## src/rtl/scan_ctrl_params.svh

```systemverilog
// Purpose: Offsets, fields and reset values of the scan request control
// Assumes: Register indices; byte address is four times the index
// Notes:   Behaviour
// Behaviour
// - Oversample code picks averaged acquisition count
// - Calibration scans ignore the oversample field
// - Auto balancing scans use sixteen-times oversampling
// - Path bit: 0 primary, 1 alternate selector
// - Balance switch diagnostic types override path bit
// - Order bit: 0 pyramid, 1 ramp
// - Comparator and calibration scans force pyramid
// - Auto balancing scans always use pyramid
// - Scan bit is self-clearing strobe, reads 0
// - Write without scan moves data, applies settings when idle
// - No launch while running or complete set
// - Refused request keeps bits, raises alert
// - Write without scan clears three flags
// - Self-test feeds test words instead of results
// - Self-test bypasses calibration: gain one, offset zero
// - Self-test ignored for calibration and balancing
// - Odd first argument feeds odd first conversion
// - Odd second argument feeds odd second conversion
// - Even first argument feeds even first conversion
// - Even second argument feeds even second conversion
// - Sequence type 011 is on-demand calibration
`ifndef SCAN_CTRL_PARAMS_SVH
`define SCAN_CTRL_PARAMS_SVH

// ----------------------------------------
// Register indices
// ----------------------------------------
`define IDX_CTRL 8'h64
`define IDX_STATUS 8'h65
`define IDX_ARG_ODD_1 8'h67
`define IDX_ARG_ODD_2 8'h68
`define IDX_ARG_EVEN_1 8'h69
`define IDX_ARG_EVEN_2 8'h6A

// ----------------------------------------
// Control fields
// ----------------------------------------
`define F_SCAN 0
`define F_ORDER 1
`define F_PATH 2
`define F_OVS_LO 3
`define F_OVS_HI 5
`define F_TYPE_LO 6
`define F_TYPE_HI 8
`define F_TEST_EN 15

// ----------------------------------------
// Status fields
// ----------------------------------------
`define S_BUSY 0
`define S_DONE 1
`define S_OVERTIME 2
`define S_RESULTS 3
`define S_REFUSED 4

// ----------------------------------------
// Codes and reset values
// ----------------------------------------
`define TYPE_COMP_BOTH 3'h1
`define TYPE_COMP_ONLY 3'h2
`define TYPE_CAL 3'h3
`define TYPE_SW_SHORT 3'h4
`define TYPE_SW_OPEN 3'h5
`define TYPE_ADC_ONLY 3'h0
`define OVS_BALANCE 3'h3
`define CTRL_RESET 16'h0000
`define ARG_RESET 16'h0000

`endif

```

## src/rtl/scan_ctrl_pkg.sv

```systemverilog
// Purpose: Types shared by the scan request control
// Assumes: Nothing beyond the params header
// Notes:   Configuration travels as one packed struct
package scan_ctrl_pkg;

    // ----------------------------------------
    // Effective scan configuration
    // ----------------------------------------
    typedef struct packed {
        logic [2:0] seq_type;    // Sequence type actually run
        logic [7:0] avg_count;   // Acquisitions averaged, 0 for calibration
        logic path_alt;          // 1 = alternate cell selector
        logic order_ramp;        // 1 = ramp order
        logic self_test;         // ALU fed from test arguments
    } scan_cfg_t;

    // Sequencer view of the control
    typedef enum logic {
        ST_IDLE,
        ST_RUNNING
    } scan_state_t;

endpackage : scan_ctrl_pkg

```

## src/rtl/scan_ctrl.sv

```systemverilog
// Purpose: Scan request control with APB register access and ALU feed
// Assumes: Sequencer and converter logic on the same clock as i_clk
// Notes:   APB answers one cycle after setup; no wait states
//
// Chosen here: the APB register port.
`timescale 1ns/1ps
`include "scan_ctrl_params.svh"

module scan_ctrl
    import scan_ctrl_pkg::*;
#(
    parameter int ADDR_W = 12
) (
    input wire logic i_clk,                 // 25 MHz clock
    input wire logic i_rst_n,               // Async reset, active low
    input wire logic i_psel,
    input wire logic i_penable,
    input wire logic i_pwrite,
    input wire logic [ADDR_W-1:0] i_paddr,
    input wire logic [31:0] i_pwdata,
    output logic [31:0] o_prdata,
    output logic o_pready,
    output logic o_pslverr,
    input wire logic i_auto_balance,        // Automated balancing mode active
    input wire logic i_seq_done,            // Sequencer finished, pulse
    input wire logic i_seq_overtime,        // Sequencer timed out, pulse
    input wire logic i_xfer_done,           // Results landed in data regs, pulse
    input wire logic i_conv_valid,          // Converter result strobe
    input wire logic i_conv_second,         // 1 = second conversion of sample
    input wire logic i_sample_odd,          // 1 = odd-numbered sample
    input wire logic [11:0] i_conv_data,    // Converter result
    output logic o_scan_start,              // Launch pulse to sequencer
    output logic o_data_move,               // Data transfer pulse
    output scan_cfg_t o_cfg,                // Configuration of running scan
    output logic o_cal_bypass,              // Gain 1.0, offset 0.0
    output logic [11:0] o_alu_data,         // Word fed to ALU
    output logic o_alu_valid                // Strobe for o_alu_data
);

    // ----------------------------------------
    // Elaboration check
    // ----------------------------------------
    if (ADDR_W < 10) begin : g_chk
        $error("ADDR_W too small for the register map");
    end

    // ----------------------------------------
    // Helper functions
    // ----------------------------------------
    // Averaged acquisition count from the oversample code
    function automatic logic [7:0] avg_of(input logic [2:0] code);
        case (code)
            3'h0: avg_of = 8'h01;
            3'h1: avg_of = 8'h04;
            3'h2: avg_of = 8'h08;
            3'h3: avg_of = 8'h10;
            3'h4: avg_of = 8'h20;
            3'h5: avg_of = 8'h40;
            default: avg_of = 8'h80;   // 11x
        endcase
    endfunction : avg_of

    // Word address match against a register index
    function automatic logic hit(input logic [ADDR_W-1:0] a, input logic [7:0] idx);
        hit = (a[ADDR_W-1:2] == (ADDR_W-2)'(idx)) && (a[1:0] == 2'h0);
    endfunction : hit

    // ----------------------------------------
    // Register state
    // ----------------------------------------
    logic [15:1] ctrl;            // Stored control bits, scan bit not kept
    logic [15:0] arg_odd_1;       // Enable bit 15 and argument
    logic [11:0] arg_odd_2;
    logic [11:0] arg_even_1;
    logic [11:0] arg_even_2;
    scan_state_t state;           // Running or idle
    logic flag_done;              // Sequence complete
    logic flag_overtime;          // Sequence timed out
    logic flag_results;           // Results available
    logic flag_refused;           // Request refused alert

    // ----------------------------------------
    // Bus decode
    // ----------------------------------------
    logic setup;                  // Setup cycle of a transfer
    logic wr_en;                  // Write takes effect this edge
    logic ctrl_wr;                // Control register written
    logic scan_req;               // Write asks for a scan
    logic accept;                 // Request launches a scan
    logic mapped;                 // Address names a register
    logic [2:0] w_type;           // Sequence type being written
    logic w_test;                 // Self-test bit currently held

    assign setup = i_psel && !i_penable;
    assign wr_en = i_psel && i_penable && o_pready && i_pwrite && !o_pslverr;
    assign ctrl_wr = wr_en && hit(i_paddr, `IDX_CTRL);
    assign scan_req = ctrl_wr && i_pwdata[`F_SCAN];
    // Busy or an unread completion both block a new launch
    assign accept = scan_req && (state == ST_IDLE) && !flag_done;
    assign mapped = hit(i_paddr, `IDX_CTRL) || hit(i_paddr, `IDX_STATUS)
        || hit(i_paddr, `IDX_ARG_ODD_1) || hit(i_paddr, `IDX_ARG_ODD_2)
        || hit(i_paddr, `IDX_ARG_EVEN_1) || hit(i_paddr, `IDX_ARG_EVEN_2);
    assign w_type = i_pwdata[`F_TYPE_HI:`F_TYPE_LO];
    assign w_test = arg_odd_1[`F_TEST_EN];

    // ----------------------------------------
    // APB handshake
    // ----------------------------------------
    // Ready comes one cycle after setup, so every access has one wait-free phase
    always_ff @(posedge i_clk or negedge i_rst_n) begin
        if (!i_rst_n) begin
            o_pready <= 1'b0;
            o_pslverr <= 1'b0;
        end else begin
            o_pready <= setup;
            o_pslverr <= setup && !mapped;   // Unmapped answers with error
        end
    end

    // Read data captured in setup; the scan bit always reads 0
    always_ff @(posedge i_clk or negedge i_rst_n) begin
        if (!i_rst_n) begin
            o_prdata <= 32'h0000_0000;
        end else if (setup && !i_pwrite) begin
            if (hit(i_paddr, `IDX_CTRL)) begin
                o_prdata <= {16'h0000, ctrl, 1'b0};
            end else if (hit(i_paddr, `IDX_STATUS)) begin
                o_prdata <= {27'h0, flag_refused, flag_results,
                    flag_overtime, flag_done, state == ST_RUNNING};
            end else if (hit(i_paddr, `IDX_ARG_ODD_1)) begin
                o_prdata <= {16'h0000, arg_odd_1[15], 3'h0, arg_odd_1[11:0]};
            end else if (hit(i_paddr, `IDX_ARG_ODD_2)) begin
                o_prdata <= {20'h00000, arg_odd_2};
            end else if (hit(i_paddr, `IDX_ARG_EVEN_1)) begin
                o_prdata <= {20'h00000, arg_even_1};
            end else if (hit(i_paddr, `IDX_ARG_EVEN_2)) begin
                o_prdata <= {20'h00000, arg_even_2};
            end else begin
                o_prdata <= 32'h0000_0000;
            end
        end
    end

    // ----------------------------------------
    // Control and argument registers
    // ----------------------------------------
    // Bits 15:1 land on every control write, refused or not
    always_ff @(posedge i_clk or negedge i_rst_n) begin
        if (!i_rst_n) begin
            ctrl <= 15'(`CTRL_RESET >> 1);
        end else if (ctrl_wr) begin
            ctrl <= i_pwdata[15:1];
        end
    end

    // Test arguments; reserved bits are not stored
    always_ff @(posedge i_clk or negedge i_rst_n) begin
        if (!i_rst_n) begin
            arg_odd_1 <= `ARG_RESET;
            arg_odd_2 <= 12'h000;
            arg_even_1 <= 12'h000;
            arg_even_2 <= 12'h000;
        end else if (wr_en) begin
            if (hit(i_paddr, `IDX_ARG_ODD_1)) begin
                arg_odd_1 <= {i_pwdata[15], 3'h0, i_pwdata[11:0]};
            end
            if (hit(i_paddr, `IDX_ARG_ODD_2)) begin
                arg_odd_2 <= i_pwdata[11:0];
            end
            if (hit(i_paddr, `IDX_ARG_EVEN_1)) begin
                arg_even_1 <= i_pwdata[11:0];
            end
            if (hit(i_paddr, `IDX_ARG_EVEN_2)) begin
                arg_even_2 <= i_pwdata[11:0];
            end
        end
    end

    // ----------------------------------------
    // Scan state
    // ----------------------------------------
    always_ff @(posedge i_clk or negedge i_rst_n) begin
        if (!i_rst_n) begin
            state <= ST_IDLE;
        end else begin
            case (state)
                ST_IDLE: begin
                    if (accept) begin
                        state <= ST_RUNNING;
                    end
                end
                ST_RUNNING: begin
                    if (i_seq_done) begin
                        state <= ST_IDLE;
                    end
                end
                default: state <= ST_IDLE;
            endcase
        end
    end

    // ----------------------------------------
    // Status flags
    // ----------------------------------------
    // Status write of 0 to a flag bit clears it; hardware set wins
    logic stat_wr;
    logic plain_ctrl_wr;          // Control write without scan request
    assign stat_wr = wr_en && hit(i_paddr, `IDX_STATUS);
    assign plain_ctrl_wr = ctrl_wr && !i_pwdata[`F_SCAN];

    always_ff @(posedge i_clk or negedge i_rst_n) begin
        if (!i_rst_n) begin
            flag_done <= 1'b0;
        end else if (state == ST_RUNNING && i_seq_done) begin
            flag_done <= 1'b1;
        end else if (plain_ctrl_wr || (stat_wr && !i_pwdata[`S_DONE])) begin
            flag_done <= 1'b0;
        end
    end

    always_ff @(posedge i_clk or negedge i_rst_n) begin
        if (!i_rst_n) begin
            flag_overtime <= 1'b0;
        end else if (i_seq_overtime) begin
            flag_overtime <= 1'b1;
        end else if (plain_ctrl_wr || (stat_wr && !i_pwdata[`S_OVERTIME])) begin
            flag_overtime <= 1'b0;
        end
    end

    always_ff @(posedge i_clk or negedge i_rst_n) begin
        if (!i_rst_n) begin
            flag_results <= 1'b0;
        end else if (i_xfer_done) begin
            flag_results <= 1'b1;
        end else if (plain_ctrl_wr || (stat_wr && !i_pwdata[`S_RESULTS])) begin
            flag_results <= 1'b0;
        end
    end

    // Refused alert stays until software clears it in status
    always_ff @(posedge i_clk or negedge i_rst_n) begin
        if (!i_rst_n) begin
            flag_refused <= 1'b0;
        end else if (scan_req && !accept) begin
            flag_refused <= 1'b1;
        end else if (stat_wr && !i_pwdata[`S_REFUSED]) begin
            flag_refused <= 1'b0;
        end
    end

    // ----------------------------------------
    // Effective configuration
    // ----------------------------------------
    // Built from the write itself so the launch sees the new settings
    scan_cfg_t next_cfg;
    always_comb begin
        next_cfg.seq_type = i_auto_balance ? `TYPE_ADC_ONLY : w_type;
        if (i_auto_balance) begin
            next_cfg.avg_count = avg_of(`OVS_BALANCE);
        end else if (w_type == `TYPE_CAL) begin
            next_cfg.avg_count = 8'h00;
        end else begin
            next_cfg.avg_count = avg_of(i_pwdata[`F_OVS_HI:`F_OVS_LO]);
        end
        // Switch diagnostics set their own path
        if (!i_auto_balance && (w_type == `TYPE_SW_SHORT || w_type == `TYPE_SW_OPEN)) begin
            next_cfg.path_alt = 1'b1;
        end else begin
            next_cfg.path_alt = i_pwdata[`F_PATH];
        end
        if (i_auto_balance) begin
            next_cfg.order_ramp = 1'b0;
        end else if (w_type == `TYPE_CAL || w_type == `TYPE_COMP_BOTH
                || w_type == `TYPE_COMP_ONLY) begin
            next_cfg.order_ramp = 1'b0;
        end else begin
            next_cfg.order_ramp = i_pwdata[`F_ORDER];
        end
        next_cfg.self_test = w_test && !i_auto_balance && (w_type != `TYPE_CAL);
    end

    // Settings apply on any accepted control write, never mid-scan
    always_ff @(posedge i_clk or negedge i_rst_n) begin
        if (!i_rst_n) begin
            o_cfg <= '0;
            o_cal_bypass <= 1'b0;
        end else if (ctrl_wr && (state == ST_IDLE) && (!scan_req || accept)) begin
            o_cfg <= next_cfg;
            o_cal_bypass <= next_cfg.self_test;
        end
    end

    // ----------------------------------------
    // Launch and data move strobes
    // ----------------------------------------
    always_ff @(posedge i_clk or negedge i_rst_n) begin
        if (!i_rst_n) begin
            o_scan_start <= 1'b0;
            o_data_move <= 1'b0;
        end else begin
            o_scan_start <= accept;
            o_data_move <= ctrl_wr;
        end
    end

    // ----------------------------------------
    // ALU feed
    // ----------------------------------------
    // One cycle behind the converter strobe, same for both sources
    logic [11:0] test_word;
    always_comb begin
        case ({i_sample_odd, i_conv_second})
            2'b10: test_word = arg_odd_1[11:0];
            2'b11: test_word = arg_odd_2;
            2'b00: test_word = arg_even_1;
            default: test_word = arg_even_2;
        endcase
    end

    always_ff @(posedge i_clk or negedge i_rst_n) begin
        if (!i_rst_n) begin
            o_alu_data <= 12'h000;
            o_alu_valid <= 1'b0;
        end else begin
            o_alu_valid <= i_conv_valid;
            if (i_conv_valid) begin
                o_alu_data <= o_cfg.self_test ? test_word : i_conv_data;
            end
        end
    end
endmodule : scan_ctrl

```

## config.mk

```make
export PLATFORM = sky130hd
export DESIGN_NAME = scan_ctrl
export DESIGN_NICKNAME = d
export VERILOG_FILES = /design/src/rtl/scan_ctrl_pkg.sv /design/src/rtl/scan_ctrl.sv
export VERILOG_INCLUDE_DIRS = /design/src /design/src/rtl
export SDC_FILE = /design/constraint.sdc
export NUM_CORES = 1
export LEC_CHECK = 0
export BUFFER_PORTS_ARGS = -buffer_cell sky130_fd_sc_hd__buf_2
export CORE_ASPECT_RATIO = 0.6
export CORE_MARGIN = 3
export CORE_UTILIZATION = 58
export DETAILED_ROUTE_END_ITERATION = 6
export PLACE_DENSITY_LB_ADDON = 0.1
export SYNTH_ARGS = -nofsm -noshare
export SYNTH_HDL_FRONTEND = slang
export SYNTH_SLANG_ARGS = --single-unit
export TNS_END_PERCENT = 1
```

## constraint.sdc

```tcl
create_clock -name i_clk -period 3.25 [get_ports i_clk]
set_input_delay 0 -clock i_clk [delete_from_list [all_inputs] [get_ports i_clk]]
set_output_delay 0 -clock i_clk [all_outputs]
set_load 0.05 [all_outputs]
```

==> metrics.txt <==
Antenna diodes=0; post-synthesis sequential area ratio=0.505; Syn. warnings=0; Worst-Skew Late Latency=between 0.4 and 0.5 ns; final worst setup slack=~0.94 ns; Final Cell Area=between 0.007 and 0.008 sq mm; actual slew at the worst max-slew pin=0.941 ns; Internal=about 2.9 mW; non-filler cells, final=~700; Logic pwr share=0.089; core area=0.00936 sq mm; Worst EP arrival=between 2 and 3 ns; fmax=~430 MHz; #FFs+latches synth=about 120; die height=82.8 um; Die ar.=~0.011 sq mm; Setup TNS Final=0 ns; vias per inst=slightly above 6; Area Growth Syn to Fin=26.5%; final period utilization=0.712; pwr dens=between 500 and 600 mW/mm^2; root buffer cell=clkbuf_16; final hold slack=around 0.0024 ns; critical path peak fanout=19; critical path startpoint category=flop; Port Buffers=98; Distinct cells, synth=54; number of synthesized flops with an enable pin=0; Net Sw Frac=0.243; ys async rst share=1.00; first-pass GRT wire length=around 24 mm; Worst Path Required=roughly 3.6 ns; DP Area=between 0.006 and 0.007 sq mm; syn avg cell area=around 13 sq um; Die Width=~130 um; Clk pwr share=0.526; Sequential Power Share=0.385; worst hold path type=input pin to flop; Syn Std Cell Area=0.00570 sq mm; clock sink count=~120; maximum vdd drop=390 uV; vias in the first global route=between 4k and 5k; Residual DRC=0; Initial Utilization=0.609; row cnt=27; Resized cells post-CTS=0; skew final=0.00879 ns; largest delay contributor family on the critical path=simple AND/OR/NAND/NOR gates; Final Slew Violations=0; Pre-Repair DR Iteration Count=5; Placer Congestion=0.810; Antenna Nets Post-Route=0; CTS Buf Count=17; Critical-path top delay cell=nor2_4; nets@finish=roughly 650; pin count of the biggest net entering global routing=73; Clk pin slew, worst setup/hold paths=~0.060 ns; GRT Total Usage=0.293; ys flop type=dfrtp_1; Leak=between 3 and 4 nW; share of post-route cells with drive strength above 1=0.408; synthesized instance count=449; post-detail-place hpwl=slightly below 10 mm; critical path type=flop to flop; routed wire length=~16 mm; placed cell count=between 600 and 700; Vias=4356; Max stage delay on crit path=roughly 0.70 ns; unrepaired setup endpoints after global routing=no; TritonCTS clock tree=yes; H-tree Lvls=4; Tot Pwr=between 3 and 4 mW; Setup violations, final=0; final critical-path required period=about 2.3 ns; MaxCap Viol Count=0; initial antenna violation count=0; cells along the critical path=and4b_1, nand4_2, nor2_4, mux2_2; CP Buf/Inv Count=0; DP Worst Slack=between 0.9 and 1 ns; WL/cell=about 22 um; Clock Tree Buf Depth=2; drt first-iter violations=approximately 440; Final Hold Fails=0; I/O Pins=about 130; final core occ=0.770; P_sw=0.919 mW; status=completed; Setup crit end kind=flop; relative slew slack=0.373; grt total ovfl=0
-- power groups by stage --
| stage | Sequential [mW] | Combinational, mW | Clock, mW |
|---|---|---|---|
| 2_1_floorplan | 1.54 | 0.140 | 0 |
| 3_3_place_gp | 1.48 | 0.293 | 0 |
| 3_5_place_dp | 1.48 | 0.298 | 0 |
| 4_1_cts | 1.46 | 0.332 | 2.01 |
| 5_1_grt | 1.46 | 0.356 | 2.07 |
| 6_report | 1.46 | 0.336 | 1.99 |
-- cells in the mapped netlist, types with 8 or more instances --
| library cell | instances | area share |
|---|---|---|
| nor3_1 | 10 | 0.0088 |
| buf_4 | 21 | 0.028 |
| a22o_1 | 13 | 0.020 |
| nand2_1 | 14 | 0.0092 |
| mux4_2 | 12 | 0.047 |
| inv_1 | 8 | 0.0053 |
| nor2_1 | 21 | 0.014 |
| mux2_2 | 76 | 0.15 |
| dfrtp_1 | 115 | 0.51 |
| mux2i_1 | 30 | 0.053 |
| a21oi_1 | 23 | 0.020 |
| clkbuf_1 | 17 | 0.011 |
-- cell type report --
| type | instances | area (sq um) |
|---|---|---|
| clock inverter | 12 | 180 |
| multi-input combinational | 293 | 2580 |
| tap | 130 | 163 |
| fill | 614 | 2150 |
| sequential | 115 | 2880 |
| timing repair buffer | 142 | 921 |
| clock buffer | 20 | 457 |
| inverter | 8 | 30.0 |
-- cells in the final DEF, fill, tap and decap left out, drive strengths merged, types with 4 or more instances in the layout --
cell type,Yosys,layout
dfrtp,115,115
buf,32,108
mux2,76,76
dlygate4sd3,0,34
mux2i,30,30
a21oi,23,23
nor2,22,22
clkbuf,17,20
conb,1,17
nand2,15,15
a22o,13,13
mux4,12,12
nor3,10,10
inv,8,8
a22oi,7,7
nor2b,6,6
o21ai,6,6
nor4,6,6
o2bb2ai,5,5
clkinvlp,0,5
o31ai,4,4
bufinv,0,4
-- final timing paths --
kind                       slack, ns       endpoint  depth (start not counted)           start
max                             0.94        ctrl[7]                          4       o_pslverr
min reg2reg                     0.49   o_prdata[15]                          2    o_prdata[15]
min in group asynchronous       0.28       ctrl[11]                          2         i_rst_n
min                            0.002      o_cfg[12]                          3  i_auto_balance
max in group asynchronous       2.22  arg_even_2[7]                          3         i_rst_n
max reg2reg                     0.94        ctrl[7]                          4       o_pslverr
-- routing by layer --
layer / wire, um / global-route usage / vias to the layer above
li1: - / - / 1889
met1: 6810 / 0.404 / 2242
met2: 7400 / 0.467 / 193
met3: 1160 / 0.0699 / 32
met4: 291 / 0.0996 / 0
met5: 0 / 0 / -
-- kinds of logic (layout without fill, tap and decap cells) --
kind of cell    Yosys count  count (layout)  share of synthesized area
flops                   115             115                      0.505
compound gates           78              78                      0.102
other cells               1              17                   0.000658
mux                     118             118                      0.250
simple gates             80              80                     0.0881
buf+inv                  57             182                     0.0542
-- repair_timing --
| action | 4_1_cts | 5_1_grt |
|---|---|---|
| setup buffers | 0 | 0 |
| endpoints found under the hold margin | 131 | 0 |
| hold buffers | 34 | 0 |
-- flip-flops by register name, summed over array words and instances, names as in the netlist, 12 cells and up --
| register | cells |
|---|---|
| o_prdata | 16 |
| arg_even_1 | 12 |
| arg_even_2 | 12 |
| o_cfg | 12 |
| arg_odd_1 | 13 |
| ctrl | 15 |
| o_alu_data | 12 |
| arg_odd_2 | 12 |
-- worst min-delay path, stage by stage --
cell and delay (ns):
buf_2 0.15, nor2_1 0.09, mux2_2 0.15
Note: power is estimated with default switching activity, not from simulation.
